===== src/logic/config_store_map.vh =====
// Register addresses, reset values and timing counts of the configuration store
`ifndef CONFIG_STORE_MAP_VH
`define CONFIG_STORE_MAP_VH
`define ADDR_ACCESS_CODE_LEVEL 16'h9DE9
`define ADDR_NV_COUNT_PART_A 16'h9E2B
`define ADDR_NV_COUNT_PART_B 16'h9E2C
`define ADDR_LEVEL_TABLE_BASE 16'hA000
`define ADDR_CFG_BASE 16'hA100
`define RST_ACCESS_LEVEL 2'h1
`define LEVEL_MAX 2'h3
`define NUM_CFG 16
`define CFG_IDX_W 4
`define LOCK_THRESHOLD 3'h3
`define STATS_PERIOD_MIN 60
`define CLK_HZ 50000000
`define STATS_PERIOD_CYCLES (`STATS_PERIOD_MIN * 60 * `CLK_HZ)
`define CODE_LEVEL2 16'h0002
`define CODE_LEVEL3 16'h0003
`define CODE_LEVEL1 16'h0001
`endif


===== src/logic/port_access_guard.v =====
// Per-port access level, login and invalid-code lockout
`timescale 1ns/1ps
`default_nettype none
`include "config_store_map.vh"
module port_access_guard (
   input wire clk,
   input wire sys_rst,
   input wire ce,
   input wire code_wr,
   input wire [15:0] code,
   input wire [15:0] code_level2,
   input wire [15:0] code_level3,
   output reg [1:0] level,
   output reg locked
);
   reg [2:0] bad_count;
   reg valid;
   reg [1:0] new_level;
   always @* begin
      valid = 1'b1;
      new_level = `RST_ACCESS_LEVEL;
      if (code == code_level3)
         new_level = 2'h3;
      else if (code == code_level2)
         new_level = 2'h2;
      else if (code == `CODE_LEVEL1)
         new_level = 2'h1;
      else
         valid = 1'b0;
   end
   always @(posedge clk) begin
      if (sys_rst) begin
         level <= `RST_ACCESS_LEVEL;
         locked <= 1'b0;
         bad_count <= 3'h0;
      end else if (ce && code_wr && !locked) begin
         level <= new_level;
         if (valid) begin
            bad_count <= 3'h0;
         end else begin
            bad_count <= bad_count + 3'h1;
            if (bad_count + 3'h1 >= `LOCK_THRESHOLD)
               locked <= 1'b1;
         end
      end
   end
endmodule
`default_nettype wire


===== src/logic/config_store_access_control.v =====
// Configuration store with nonvolatile image, write counting and per-port access control
`timescale 1ns/1ps
`default_nettype none
`include "config_store_map.vh"
module config_store_access_control #(
   parameter [31:0] STATS_PERIOD = `STATS_PERIOD_CYCLES
) (
   input wire clk,
   input wire sys_rst,
   input wire ce,
   input wire req,
   input wire req_port,
   input wire req_write,
   input wire req_store,
   input wire [15:0] req_addr,
   input wire [15:0] req_wdata,
   input wire power_loss,
   input wire [15:0] stats_value,
   output reg resp_valid,
   output reg resp_ok,
   output reg [15:0] resp_rdata,
   output reg ready,
   output reg nv_busy,
   output reg [1:0] level_port0,
   output reg [1:0] level_port1,
   output reg locked_port0,
   output reg locked_port1
);
   localparam ST_LOAD = 2'h0;
   localparam ST_RUN = 2'h1;
   localparam integer LAST_I = `NUM_CFG - 1;
   localparam [3:0] LAST = LAST_I[3:0];
   localparam [3:0] STATS_SLOT = LAST;

   // Nonvolatile image and working copies; the image has no reset so it outlives sys_rst
   reg [15:0] nv_mem [0:`NUM_CFG-1];
   reg [15:0] work [0:`NUM_CFG-1];
   reg [1:0] min_level [0:`NUM_CFG-1];
   reg [1:0] state;
   reg [3:0] load_idx;
   reg [31:0] nv_count;
   reg [31:0] stats_timer;
   reg [2:0] pl_sync;
   reg pl_seen;
   wire [1:0] level [0:1];
   wire locked [0:1];
   wire [15:0] code_level2 = `CODE_LEVEL2;
   wire [15:0] code_level3 = `CODE_LEVEL3;

   wire [1:0] req_level = req_port ? level[1] : level[0];
   wire is_access = req_addr == `ADDR_ACCESS_CODE_LEVEL;
   wire in_cfg = req_addr[15:`CFG_IDX_W] == `ADDR_CFG_BASE >> `CFG_IDX_W;
   wire in_lvl = req_addr[15:`CFG_IDX_W] == `ADDR_LEVEL_TABLE_BASE >> `CFG_IDX_W;
   wire [3:0] idx = req_addr[3:0];
   wire run = state == ST_RUN;
   wire allowed = req_level >= min_level[idx];
   wire cfg_wr = run && req && req_write && in_cfg && allowed;
   wire pl_level = pl_sync[2] & pl_sync[1];
   wire hour_tick = stats_timer == STATS_PERIOD - 32'h1;
   wire stats_save = run && (hour_tick || (pl_level && !pl_seen));
   wire store_wr = cfg_wr && req_store && !stats_save;
   // A refused store must leave the working copy alone too, or a retry would look redundant
   wire cfg_take = cfg_wr && !(req_store && stats_save);
   wire write_req = run && req && req_write;
   wire read_req = run && req && !req_write;
   reg [15:0] next_rdata;
   reg next_read_ok;

   genvar g;
   generate
      for (g = 0; g < 2; g = g + 1) begin : g_port
         port_access_guard u_guard (
            .clk(clk),
            .sys_rst(sys_rst),
            .ce(ce),
            .code_wr(run && req && req_write && is_access && req_port == g),
            .code(req_wdata),
            .code_level2(code_level2),
            .code_level3(code_level3),
            .level(level[g]),
            .locked(locked[g])
         );
      end
   endgenerate

   // Read mux: reads are never gated by the access level of the port
   always @* begin
      next_rdata = 16'h0000;
      next_read_ok = 1'b1;
      if (is_access)
         next_rdata = {14'h0000, req_level};
      else if (req_addr == `ADDR_NV_COUNT_PART_A)
         next_rdata = nv_count[31:16];
      else if (req_addr == `ADDR_NV_COUNT_PART_B)
         next_rdata = nv_count[15:0];
      else if (in_cfg)
         next_rdata = work[idx];
      else if (in_lvl)
         next_rdata = {14'h0000, min_level[idx]};
      else
         next_read_ok = 1'b0;
   end

   // Answer path: exactly one registered reply per taken request
   always @(posedge clk) begin
      if (sys_rst) begin
         resp_valid <= 1'b0;
         resp_ok <= 1'b0;
         resp_rdata <= 16'h0000;
      end else if (ce) begin
         resp_valid <= run && req;
         if (write_req) begin
            resp_rdata <= 16'h0000;
            // Store colliding with a statistics save is refused so the tool retries
            resp_ok <= is_access || cfg_take;
         end else if (read_req) begin
            resp_rdata <= next_rdata;
            resp_ok <= next_read_ok;
         end
      end
   end

   // Power-loss pin is asynchronous; a level counts once the two late stages agree
   always @(posedge clk) begin
      if (sys_rst) begin
         pl_sync <= 3'h0;
         pl_seen <= 1'b0;
         stats_timer <= 32'h0;
      end else if (ce) begin
         pl_sync <= {pl_sync[1:0], power_loss};
         if (run) begin
            stats_timer <= hour_tick ? 32'h0 : stats_timer + 32'h1;
            // One power-loss save per run: the supply is going away anyway
            if (pl_level)
               pl_seen <= 1'b1;
         end
      end
   end

   // Guard mirrors lag one cycle so every top output leaves a flip-flop
   always @(posedge clk) begin
      if (sys_rst) begin
         level_port0 <= `RST_ACCESS_LEVEL;
         level_port1 <= `RST_ACCESS_LEVEL;
         locked_port0 <= 1'b0;
         locked_port1 <= 1'b0;
      end else if (ce) begin
         level_port0 <= level[0];
         level_port1 <= level[1];
         locked_port0 <= locked[0];
         locked_port1 <= locked[1];
      end
   end

   integer i;
   always @(posedge clk) begin
      if (sys_rst) begin
         state <= ST_LOAD;
         load_idx <= 4'h0;
         nv_count <= 32'h0;
         ready <= 1'b0;
         nv_busy <= 1'b0;
         // Level table: first quarter start-up, then level 2 groups, rest commissioning
         for (i = 0; i < `NUM_CFG; i = i + 1)
            min_level[i] <= (i < 4) ? 2'h1 : (i < 8) ? 2'h2 : `LEVEL_MAX;
      end else if (ce) begin
         nv_busy <= 1'b0;
         case (state)
            ST_LOAD: begin
               work[load_idx] <= nv_mem[load_idx];
               load_idx <= load_idx + 4'h1;
               if (load_idx == LAST) begin
                  state <= ST_RUN;
                  ready <= 1'b1;
               end
            end
            ST_RUN: begin
               if (stats_save) begin
                  nv_mem[STATS_SLOT] <= stats_value;
                  nv_count <= nv_count + 32'h1;
                  nv_busy <= 1'b1;
               end else if (store_wr) begin
                  nv_mem[idx] <= req_wdata;
                  nv_count <= nv_count + 32'h1;
                  nv_busy <= 1'b1;
               end
               if (cfg_take)
                  work[idx] <= req_wdata;
            end
            default: state <= ST_LOAD;
         endcase
      end
   end
endmodule
`default_nettype wire


===== config.mk =====
export PLATFORM = sky130hd
export DESIGN_NAME = config_store_access_control
export DESIGN_NICKNAME = d
export VERILOG_FILES = /design/src/logic/port_access_guard.v /design/src/logic/config_store_access_control.v
export VERILOG_INCLUDE_DIRS = /design/src /design/src/logic
export SDC_FILE = /design/constraint.sdc
export NUM_CORES = 1
export LEC_CHECK = 0
export ABC_AREA = 1
export BUFFER_PORTS_ARGS = -buffer_cell sky130_fd_sc_hd__buf_2
export CAP_MARGIN = 20
export CORE_ASPECT_RATIO = 0.75
export CORE_UTILIZATION = 55
export DETAILED_ROUTE_END_ITERATION = 6
export GPL_ROUTABILITY_DRIVEN = 0
export PLACE_DENSITY = 0.7
export SETUP_SLACK_MARGIN = 0.2
export SYNTH_ARGS = -nofsm -noshare
export SYNTH_HDL_FRONTEND = slang
export SYNTH_SLANG_ARGS = --single-unit

===== constraint.sdc =====
create_clock -name clk -period 5.6 [get_ports clk]
set_input_delay 0.56 -clock clk [delete_from_list [all_inputs] [get_ports clk]]
set_output_delay 0.56 -clock clk [all_outputs]
set_load 0.005 [all_outputs]

## Word level (Yosys, flattened, before mapping)

Memories as Yosys holds them, arrays and structs flattened. A register that Yosys moved wholly into a read port is not among the register bits.
Index checks and enable logic that the tools add are counted.

| storage, ports and cells | value |
|---|---|
| output and inout bits | 26 |
| RAM bits | 544 |
| word-level logic and storage cells | 147 |
| memories kept | 3 |
| bits in read-only memories | 0 |
| input bits | 56 |
| latch bits | 0 |
| register bits after elaboration | 112 |

Memory list:

| memory | words | bits a word | rd ports | clocked after Yosys merged registers in | write ports | line | text |
|---|---|---|---|---|---|---|---|
| nv_mem | 16 | 16 | 1 | 1 | 1 | config_store_access_control.v:36 | `` reg [15:0] nv_mem [0:`NUM_CFG-1]; `` |
| work | 16 | 16 | 1 | 0 | 1 | config_store_access_control.v:37 | `` reg [15:0] work [0:`NUM_CFG-1]; `` |
| min_level | 16 | 2 | 1 | 0 | 16 | config_store_access_control.v:38 | `` reg [1:0] min_level [0:`NUM_CFG-1]; `` |

| cells by class | value |
|---|---|
| shift-type cells | 0 |
| $add $sub $neg | 5 |
| reduce and logical (&&, ||, !) cells | 40 |
| bitwise operators | 4 |
| eq/ne operators | 12 |
| $mul | 0 |
| divide/modulo/power cells | 0 |
| mux-type cells | 59 |
| magnitude comparators | 3 |

Operators with widths:

| cell | count |
|---|---|
| two-way mux 16 bit | 8 |
| two-way mux 32 bit | 3 |
| adder 32 x 1 -> 32 bit (second input constant) | 2 |
| equality test 16 bit (second input constant) | 3 |
| two-way mux 1 bit | 36 |
| equality test 16 x 2 -> 1 bit (second input constant) | 2 |
| equality test 32 bit (second input constant) | 1 |
| OR reduction 16 bit | 2 |
| equality test 12 bit (second input constant) | 2 |
| logical AND 1 bit | 18 |
| AND reduction 3 bit | 6 |
| equality test 16 x 1 -> 1 bit (second input constant) | 1 |
| two-way mux 4 bit | 4 |
| two-way mux 2 bit | 5 |
| adder 3 x 1 -> 3 bit (second input constant) | 2 |
| greater-or-equal comparator 3 x 2 -> 1 bit (second input constant) | 2 |
| zero test 1 bit | 6 |
| two-way mux 3 bit | 2 |
| AND reduction 2 bit | 3 |
| adder 4 x 1 -> 4 bit (second input constant) | 1 |
| equality test 4 bit (second input constant) | 1 |
| one-hot mux 2 bit (2 select lines) | 1 |
| nonzero test 2 bit | 2 |
| NOT 1 bit | 3 |
| 6 further kinds | 7 |

## Depth between registers and ports, before layout

Gate-level depths: netlist of the first run.

| logic depth | value |
|---|---|
| word-level depth | 15 |
| mapped depth | 17 |
| depth with buffers taken out | 14 |

## Hierarchy

From an unflattened synthesis of the first run, not the netlist that was laid out.

| unflattened totals | value |
|---|---|
| cells, all modules | 2846 |
| area total of the unflattened synthesis | 28320.9 sq um |

Modules (own cells, without submodules):

| module | seq. area each (sq um) | area each (sq um) | times used | cells an instance |
|---|---|---|---|---|
| config_store_access_control | 17436.7 | 26496.7 | 1 | 2486 |
| port_access_guard | 120.1 | 912.1 | 2 | 180 |

## Worst setup path after synthesis of the first run

OpenSTA, ideal clock, no wires.

| timing | value |
|---|---|
| path kind | input -> register |
| start point | in req_addr[2] |
| end point | mem nv_mem[0][0] (enable) |
| cell stages on the path | 14 |
| slack | 1.433 ns |
| path buffers | 2 |
| arrival time | 3.758 ns |
| required time | 5.191 ns |
| setup time | 0.409 ns |
| path through | clkbuf_2 inv_1 nor2_1 clkbuf_1 inv_1 ha_1 o21ai_0 nand2_1 nand2_1 nor3b_2 nand3_1 inv_2 nand2_1 nor3_1 |

| between the ends | value |
|---|---|
| word-level cells in the longest chain between the ends | 13 |
| elaborated cells on any way between the ends | 14 |
| classes of those cells | order compare (1); mux (8); reduce/logical (4); memory (1) |

Ends and longest elaborated chain:

| item | line | text |
|---|---|---|
| start: declaration | config_store_access_control.v:15 | `input wire [15:0] req_addr,` |
| memory read (16 x 2 bit) | n/a |  |
| greater-or-equal comparator 2 bit | config_store_access_control.v:56 | `wire allowed = req_level >= min_level[idx];` |
| logical AND 1 bit | config_store_access_control.v:57 | `wire cfg_wr = run && req && req_write && in_cfg && allowed;` |
| logical AND 1 bit (2 in series) | config_store_access_control.v:61 | `wire store_wr = cfg_wr && req_store && !stats_save;` |
| two-way mux 1 bit | config_store_access_control.v:182 | `end else if (store_wr) begin` |
| two-way mux 1 bit | config_store_access_control.v:178 | `if (stats_save) begin` |
| two-way mux 1 bit | config_store_access_control.v:168 | `case (state)` |
| two-way mux 1 bit | config_store_access_control.v:166 | `end else if (ce) begin` |
| two-way mux 1 bit | config_store_access_control.v:157 | `if (sys_rst) begin` |
| two-way mux 1 bit (not written as such) | config_store_access_control.v:183 | `nv_mem[idx] <= req_wdata;` |
| OR reduction 16 bit (no line) | n/a |  |
| two-way mux 4 bit (no line) / two-way mux 1 bit (equally long branches) | n/a |  |
| end: declaration | config_store_access_control.v:36 |  |

Parallel ways exist; a longest one is shown, timed or not.

## Worst setup path after layout of the first run

| timing | value |
|---|---|
| start point | reg state[0] |
| end point | mem work[12][4] (enable) |

| between the ends | value |
|---|---|
| word-level cells in the longest chain between the ends | 13 |
| elaborated cells on any way between the ends | 22 |
| classes of those cells | eq/ne (1); mux (11); reduce/logical (10) |

Ends and longest elaborated chain:

| item | line | text |
|---|---|---|
| start: declaration | config_store_access_control.v:39 | `reg [1:0] state;` |
| start signal: assignment | config_store_access_control.v:158 | `state <= ST_LOAD;` |
| start signal: assignment | config_store_access_control.v:173 | `state <= ST_RUN;` |
| start signal: assignment | config_store_access_control.v:190 | `default: state <= ST_LOAD;` |
| equality test 2 x 1 -> 1 bit | config_store_access_control.v:55, config_store_access_control.v:168 |  |
| logical AND 1 bit (4 in series) | config_store_access_control.v:57 |  |
| logical AND 1 bit | config_store_access_control.v:63 | `wire cfg_take = cfg_wr && !(req_store && stats_save);` |
| two-way mux 1 bit | config_store_access_control.v:187 | `if (cfg_take)` |
| two-way mux 1 bit | config_store_access_control.v:168 |  |
| two-way mux 1 bit | config_store_access_control.v:166 |  |
| two-way mux 1 bit | config_store_access_control.v:157 |  |
| two-way mux 1 bit (not written as such) | config_store_access_control.v:188 | `work[idx] <= req_wdata;` |
| OR reduction 16 bit (no line) | n/a |  |
| two-way mux 4 bit (no line) / two-way mux 1 bit (equally long branches) | n/a |  |
| end: declaration | config_store_access_control.v:37 |  |

Parallel ways exist; a longest one is shown, timed or not.

==> reports/results.tsv, run 1 <==
stage	metric	value	unit
status	outcome	completed	
clock_network	CTS Root Cell	clkbuf_16	
global_route	first-pass GRT wire length	108	mm
pwr	Comb pwr share	6.0	%
die	# rows	69	
global_route	largest net degree at the start of global routing	81	
pwr	Pwr Density	320	mW/mm^2
timing	final setup fails	0	
die	die height	194	um
clock_network	TritonCTS clock tree	built	
detailed_routing	wire per inst	20.7	um
clock_network	Post-CTS Setup Inserts	0	
die	Starting Density	56.4	%
hold_path	Hold Path Stages	3	
setup_path	Worst R2R End	work[12][4]	
synthesis	YS warnings	0	
timing	Slew Viols, Final	0	
die	Boundary Pins	82	
global_route	GRT overflow	0	
die	die width	258	um
clock_network	CTS buffer count	57	
setup_path	Worst EP arrival	3.88	ns
finish	# nets final	2721	
synthesis	sequential share of the synthesized area	65.4	%
clock_network	clk buf depth	3	
finish	Filler Cells Inserted	3711	
synthesis	EDFF count, synth	512	
pwr	switching power	2.16	mW
timing	WHS	0.196	ns
timing	RSZ-0062 raised after global routing	false	
detailed_routing	Pre-Repair DR Iteration Count	6	
clock_network	Worst-path clk slew	0.07	ns
place	PortBufs	81	
hold_path	worst min path class	in2reg	
synthesis	FFs w/ async S/R, synth	0	%
timing	Fmax	274	MHz
detailed_routing	DRC viols	0	
pwr	Power, Total	9.67	mW
timing	Tcrit/Tclk final	65.1	%
finish	Final Util	63.0	%
pwr	Peak VDD IR	271	uV
place	post-DP HPWL	45.6	mm
detailed_routing	via count	19488	
pwr	part of the power in registers	53.1	%
finish	proportion of layout cells with a drive suffix above 1	11.2	%
die	Die Area	0.0500	mm^2
detailed_routing	Routed Antenna Nets	0	
global_route	vias in the first global route	18687	
timing	fin crit period	3.65	ns
setup_path	Worst Setup Start Kind	flip-flop	
finish	multi-input logic area	0.00808	mm^2
finish	synth-to-layout area growth	11.8	%
pwr	leakage power	10.7	nW
timing	slew at the pin closest to its max-slew limit	1.13	ns
synthesis	post-synthesis area per instance	10.5	um^2
setup_path	Crit. End Element	flip-flop	
synthesis	Synth Flop Type	edfxtp_1	
global_route	Total GRT Usage	27.9	%
detailed_routing	drt total wl	69.3	mm
timing	Final Hold Vio Count	0	
clock_network	Num Clock Sinks	627	
setup_path	r2r worst-path depth	6	
setup_path	Critical Path RT	5.83	ns
hold_path	hold wc startpoint	power_loss	
synthesis	Syn Inst Count	2573	
finish	Seq. cell area	0.0177	mm^2
clock_network	Post-CTS Resized	0	
pwr	internal power	7.51	mW
finish	most common cell after layout, fill and taps aside	nand2_1	
clock_network	H-tree lvl count	2	
synthesis	Unique masters post-synth	45	
timing	clk_skew	0.0150	ns
flow_run	# Max-Cap Violations	0	
timing	Slew HR	24.5	%
clock_network	hold buffer count at CTS	0	
detailed_routing	initial DRC count	2286	
detailed_routing	Via-to-Cell Ratio	5.83	
timing	Setup Total Neg Slack	0	ns
clock_network	Skew-Pair Late Insertion Delay	0.62	ns
die	core region area	0.0479	mm^2
synthesis	syn_nets	2638	
synthesis	cell area after synthesis	0.0270	mm^2
setup_path	critical path peak fanout	41	
pwr	Clock Power Share	40.8	%
setup_path	worst reg2reg path startpoint	state[0]	
setup_path	flop2flop setup slack	1.95	ns
pwr	Switching Fraction	22.3	%
setup_path	WS Path Type	reg2reg	
finish	most frequent cells in the layout	663 x nand2_1, 512 x edfxtp_1, 214 x inv_1	
global_route	initial antenna violation count	4	
synthesis	#FFs+latches synth	627	
hold_path	hold path endpoint	pl_sync[0]	
[flip-flops by register name, indices dropped and copies added, names as in the netlist, 2 cells and up, named ones only]
| name | count |
|---|---|
| resp_rdata | 16 |
| nv_mem | 256 |
| level_port0 | 2 |
| load_idx | 4 |
| nv_count | 32 |
| g_port.u_guard.level | 4 |
| level_port1 | 2 |
| pl_sync | 3 |
| g_port.u_guard.bad_count | 6 |
| work | 256 |
| g_port.u_guard.locked | 2 |
| stats_timer | 32 |
[logic make-up (layout without fill, tap and decap cells)]
kind of cell,count (synthesis),count (layout),share of synthesized area [%]
xor gates and xnor gates,39,39,1.26
and+or+nand+nor,1123,1123,17.9
DFF,627,627,65.4
adders and majority gates,9,9,0.417
other,0,3,0
AOI/OAI and AO/OA,374,374,7.69
buffers and inverters,339,468,5.03
muxes,62,62,2.30
[layout make-up]
class | instances | area share, %
Clock inverter | 35 | 1.15
Inverter | 228 | 2.83
Tap cell | 639 | 2.65
Sequential cell | 627 | 58.6
Multi-Input combinational cell | 1607 | 26.8
Clock buffer | 70 | 5.03
Timing Repair Buffer | 135 | 2.99
Antenna cell | 3 | 0.0249
[power groups by stage]
stage          sequential, mW  clock, mW  combinational (mW)
2_1_floorplan            5.22          0               0.344
6_report                 5.13       3.95               0.584
5_1_grt                  5.14       4.15               0.636
4_1_cts                  5.13       3.98               0.577
3_3_place_gp             5.24          0               0.558
3_5_place_dp             5.24          0               0.574
[critical path, stage by stage (launching register included)]
cell     delay [ns]
dfxtp_1        0.42
nand2_1        0.36
nor2_2         0.52
nand3_4        0.48
o21ai_2        0.36
nand3_2        0.21
nor2_2         0.89
[metal layers]
layer	GRT usage, %	up-vias	wire length, um
li1	-	9047	-
met1	41.1	9402	30100
met2	40.0	905	29600
met3	7.62	130	7740
met4	9.18	4	1870
met5	0	-	25
[cells in the mapped netlist (3+ instances only)]
master	instances	area [um^2]
a211oi_1	4	30.0
a21oi_1	159	796
a31oi_1	16	100
buf_1	5	18.8
buf_2	28	140
buf_4	8	60.1
clkbuf_1	67	251
clkinv_1	5	18.8
dfxtp_1	115	2300
edfxtp_1	512	15400
ha_1	9	113
inv_1	216	811
inv_2	7	26.3
mux2i_1	62	621
nand2_1	663	2490
nand2_2	16	100
nand3_1	75	375
nand3_2	9	90.1
nand4_1	97	607
nor2_1	190	713
nor2_2	6	37.5
nor2_4	4	45.0
nor3_1	50	250
nor3b_1	7	52.6
o211ai_1	60	450
o21ai_0	125	626
o31ai_1	3	22.5
xnor2_1	3	26.3
xor2_1	36	315
[worst max-delay path by stage]
stage | startpoint | end | slack [ns]
3_3_place_gp | req_addr[2] | work[8][12] | 1.52
5_1_grt | g_port[0].u_guard.level[1] | work[14][15] | 1.68
6_report | state[0] | work[12][4] | 1.95
4_1_cts | state[0] | work[14][15] | 1.97
2_1_floorplan | req_addr[2] | nv_mem[0][0] | 1.43
3_5_place_dp | req_addr[2] | work[14][15] | 1.45
[per-stage QoR]
stage / instances / setup slack (ns) / cell area [um^2]
final: 3344 / 1.95 / 30200
after global routing: 3342 / 1.68 / 30200
after CTS: 3336 / 1.97 / 30100
after detailed placement: 3231 / 1.45 / 28200
after global placement: 3228 / 1.52 / 28200
after floorplan: 2573 / 1.43 / 27000
No activity file was read; power rests on OpenSTA's default activity.
==> run 2: changes to the inputs <==
- clock period: 5.6 -> 3.55 ns (I/O delays scaled with it)
==> run 2 against run 1 <==
Clock power is 58% higher. Largest power group unchanged. Global-route usage is 0.55 points lower. Critical path depth is 7 higher. Sequential share of layout area is 0.54 points lower. Highest routed layer unchanged. Clock-buffer cell count is 5 higher.
==> reports/results.tsv, run 2 (same netlist as run 1, synthesis figures left out) <==
stage	metric	value	unit
finish	# nets final	2753	
timing	final worst slack	0.483	ns
clock_network	hold buffer count at CTS	1	
die	die height	194	um
finish	Filler Cells Inserted	3759	
timing	slew at the pin closest to its max-slew limit	1.11	ns
die	die width	258	um
setup_path	flop2flop setup slack	0.48	ns
timing	Tcrit/Tclk final	86.4	%
clock_network	Post-CTS Resized	0	
detailed_routing	wire per inst	20.0	um
place	post-DP HPWL	44.1	mm
die	Boundary Pins	82	
setup_path	worst path cell trace	inv_1 > o21ai_0 > ha_1 > o21ai_0 > nand2_1 > nand2_1 > nor3b_2 > nand3_1 > buf_12 > inv_2 > nand2_1 > nor2_2 > buf_12	
finish	Final Util	63.6	%
die	core region area	0.0479	mm^2
global_route	first-pass GRT wire length	106	mm
detailed_routing	via count	19364	
detailed_routing	DRC viols	0	
timing	clk_skew	0.0229	ns
die	# rows	69	
setup_path	Top delay family on crit path	simple AND/OR/NAND/NOR gates	
pwr	Pwr Density	501	mW/mm^2
timing	Slew Viols, Final	0	
pwr	leakage power	10.9	nW
place	placed cells	3262	
detailed_routing	initial DRC count	2261	
setup_path	WS Path Type	reg2reg	
timing	Fmax	326	MHz
pwr	Peak VDD IR	417	uV
timing	final setup fails	0	
pwr	Power, Total	15.3	mW
hold_path	Hold Path Stages	3	
clock_network	CTS Root Cell	clkbuf_16	
setup_path	Crit. End Element	flip-flop	
finish	Regs by FF count	nv_mem (256), work (256)	
hold_path	hold path endpoint	nv_mem[1][7]	
place	Place WS	0.266	ns
clock_network	clk buf depth	3	
global_route	GRT overflow	0	
timing	Slew HR	25.7	%
setup_path	Slowest-stage cell, CP	nor2_2	
hold_path	hold wc startpoint	stats_value[7]	
finish	synth-to-layout area growth	12.8	%
clock_network	Post-CTS Setup Inserts	0	
detailed_routing	Routed Antenna Nets	0	
clock_network	Num Clock Sinks	627	
timing	WHS	0.0908	ns
finish	most common cell after layout, fill and taps aside	nand2_1	
hold_path	worst min path class	in2reg	
finish	Seq. cell area	0.0177	mm^2
flow_run	# Max-Cap Violations	0	
finish	proportion of layout cells with a drive suffix above 1	12.3	%
finish	multi-input logic area	0.00810	mm^2
global_route	Total GRT Usage	27.4	%
setup_path	Worst Setup Start Kind	flip-flop	
setup_path	Worst EP arrival	3.40	ns
setup_path	Critical Path RT	3.88	ns
global_route	largest net degree at the start of global routing	79	
setup_path	delay of the slowest cell on the worst path	0.43	ns
status	outcome	completed	
die	Starting Density	56.4	%
clock_network	TritonCTS clock tree	built	
clock_network	CTS buffer count	58	
finish	most frequent cells in the layout	663 x nand2_1, 512 x edfxtp_1, 214 x inv_1	
timing	fin crit period	3.07	ns
finish	Final Instance Count excl. Fillers	3377	
clock_network	H-tree lvl count	2	
timing	RSZ-0062 raised after global routing	false	
place	PortBufs	81	
detailed_routing	Pre-Repair DR Iteration Count	5	
setup_path	critical path peak fanout	31	
clock_network	Skew-Pair Late Insertion Delay	0.64	ns
die	Die Area	0.0500	mm^2
setup_path	Buf+Inv Stages, Crit Path	4	
timing	Final Hold Vio Count	0	
global_route	vias in the first global route	18439	
setup_path	worst reg2reg path startpoint	g_port[0].u_guard.level[1]	
setup_path	most frequent CP cell	nand2_1	
clock_network	Worst-path clk slew	0.07	ns
setup_path	r2r worst-path depth	13	
detailed_routing	drt total wl	67.7	mm
detailed_routing	Via-to-Cell Ratio	5.73	
setup_path	Worst R2R End	nv_mem[14][7]	
global_route	initial antenna violation count	2	
run 2: worst min-delay path, stage by stage:
cell and delay (ns):
buf_2 0.08, nand2_1 0.04, o21ai_1 0.11
run 2: per-layer routing:
| metal | up-vias | GRT usage [%] | wire, um |
|---|---|---|---|
| met5 | - | 0 | 8 |
| met4 | 2 | 7.23 | 1370 |
| met3 | 94 | 5.69 | 5920 |
| met2 | 798 | 40.8 | 29800 |
| met1 | 9350 | 40.8 | 30500 |
| li1 | 9120 | - | - |
run 2: cell type report:
cell class                 instances  share of cell area [%]
clock inverter                    34                    1.12
inverter                         228                    2.81
timing repair buffer             166                    3.76
sequential                       627                    58.0
clock buffer                      75                    5.07
multi-input combinational       1607                    26.6
antenna                            1                 0.00821
tap                              639                    2.62
run 2: worst max path at each step:
stage / from / end / slack, ns / cells after the start
2_1_floorplan: req_addr[2] / work[0][0] / -0.02 / 14
3_3_place_gp: req_addr[3] / nv_mem[14][3] / 0.32 / 14
3_5_place_dp: req_addr[3] / nv_mem[14][3] / 0.27 / 14
4_1_cts: g_port[0].u_guard.level[1] / nv_mem[14][3] / 0.50 / 13
5_1_grt: g_port[0].u_guard.level[1] / nv_mem[14][7] / 0.30 / 13
6_report: g_port[0].u_guard.level[1] / nv_mem[14][7] / 0.48 / 13
run 2: metrics by stage:
stage               instance area (um^2)  TNS, ns
floorplan                          27100    -5.40
global placement                   28500        0
detailed placement                 28500        0
CTS                                30400        0
global route                       30500        0
finish                             30500        0
run 2: where the power goes:
part	internal [mW]	switching, mW
Clock	3.51	2.73
Combinational	0.270	0.669
Sequential	8.06	0.0309
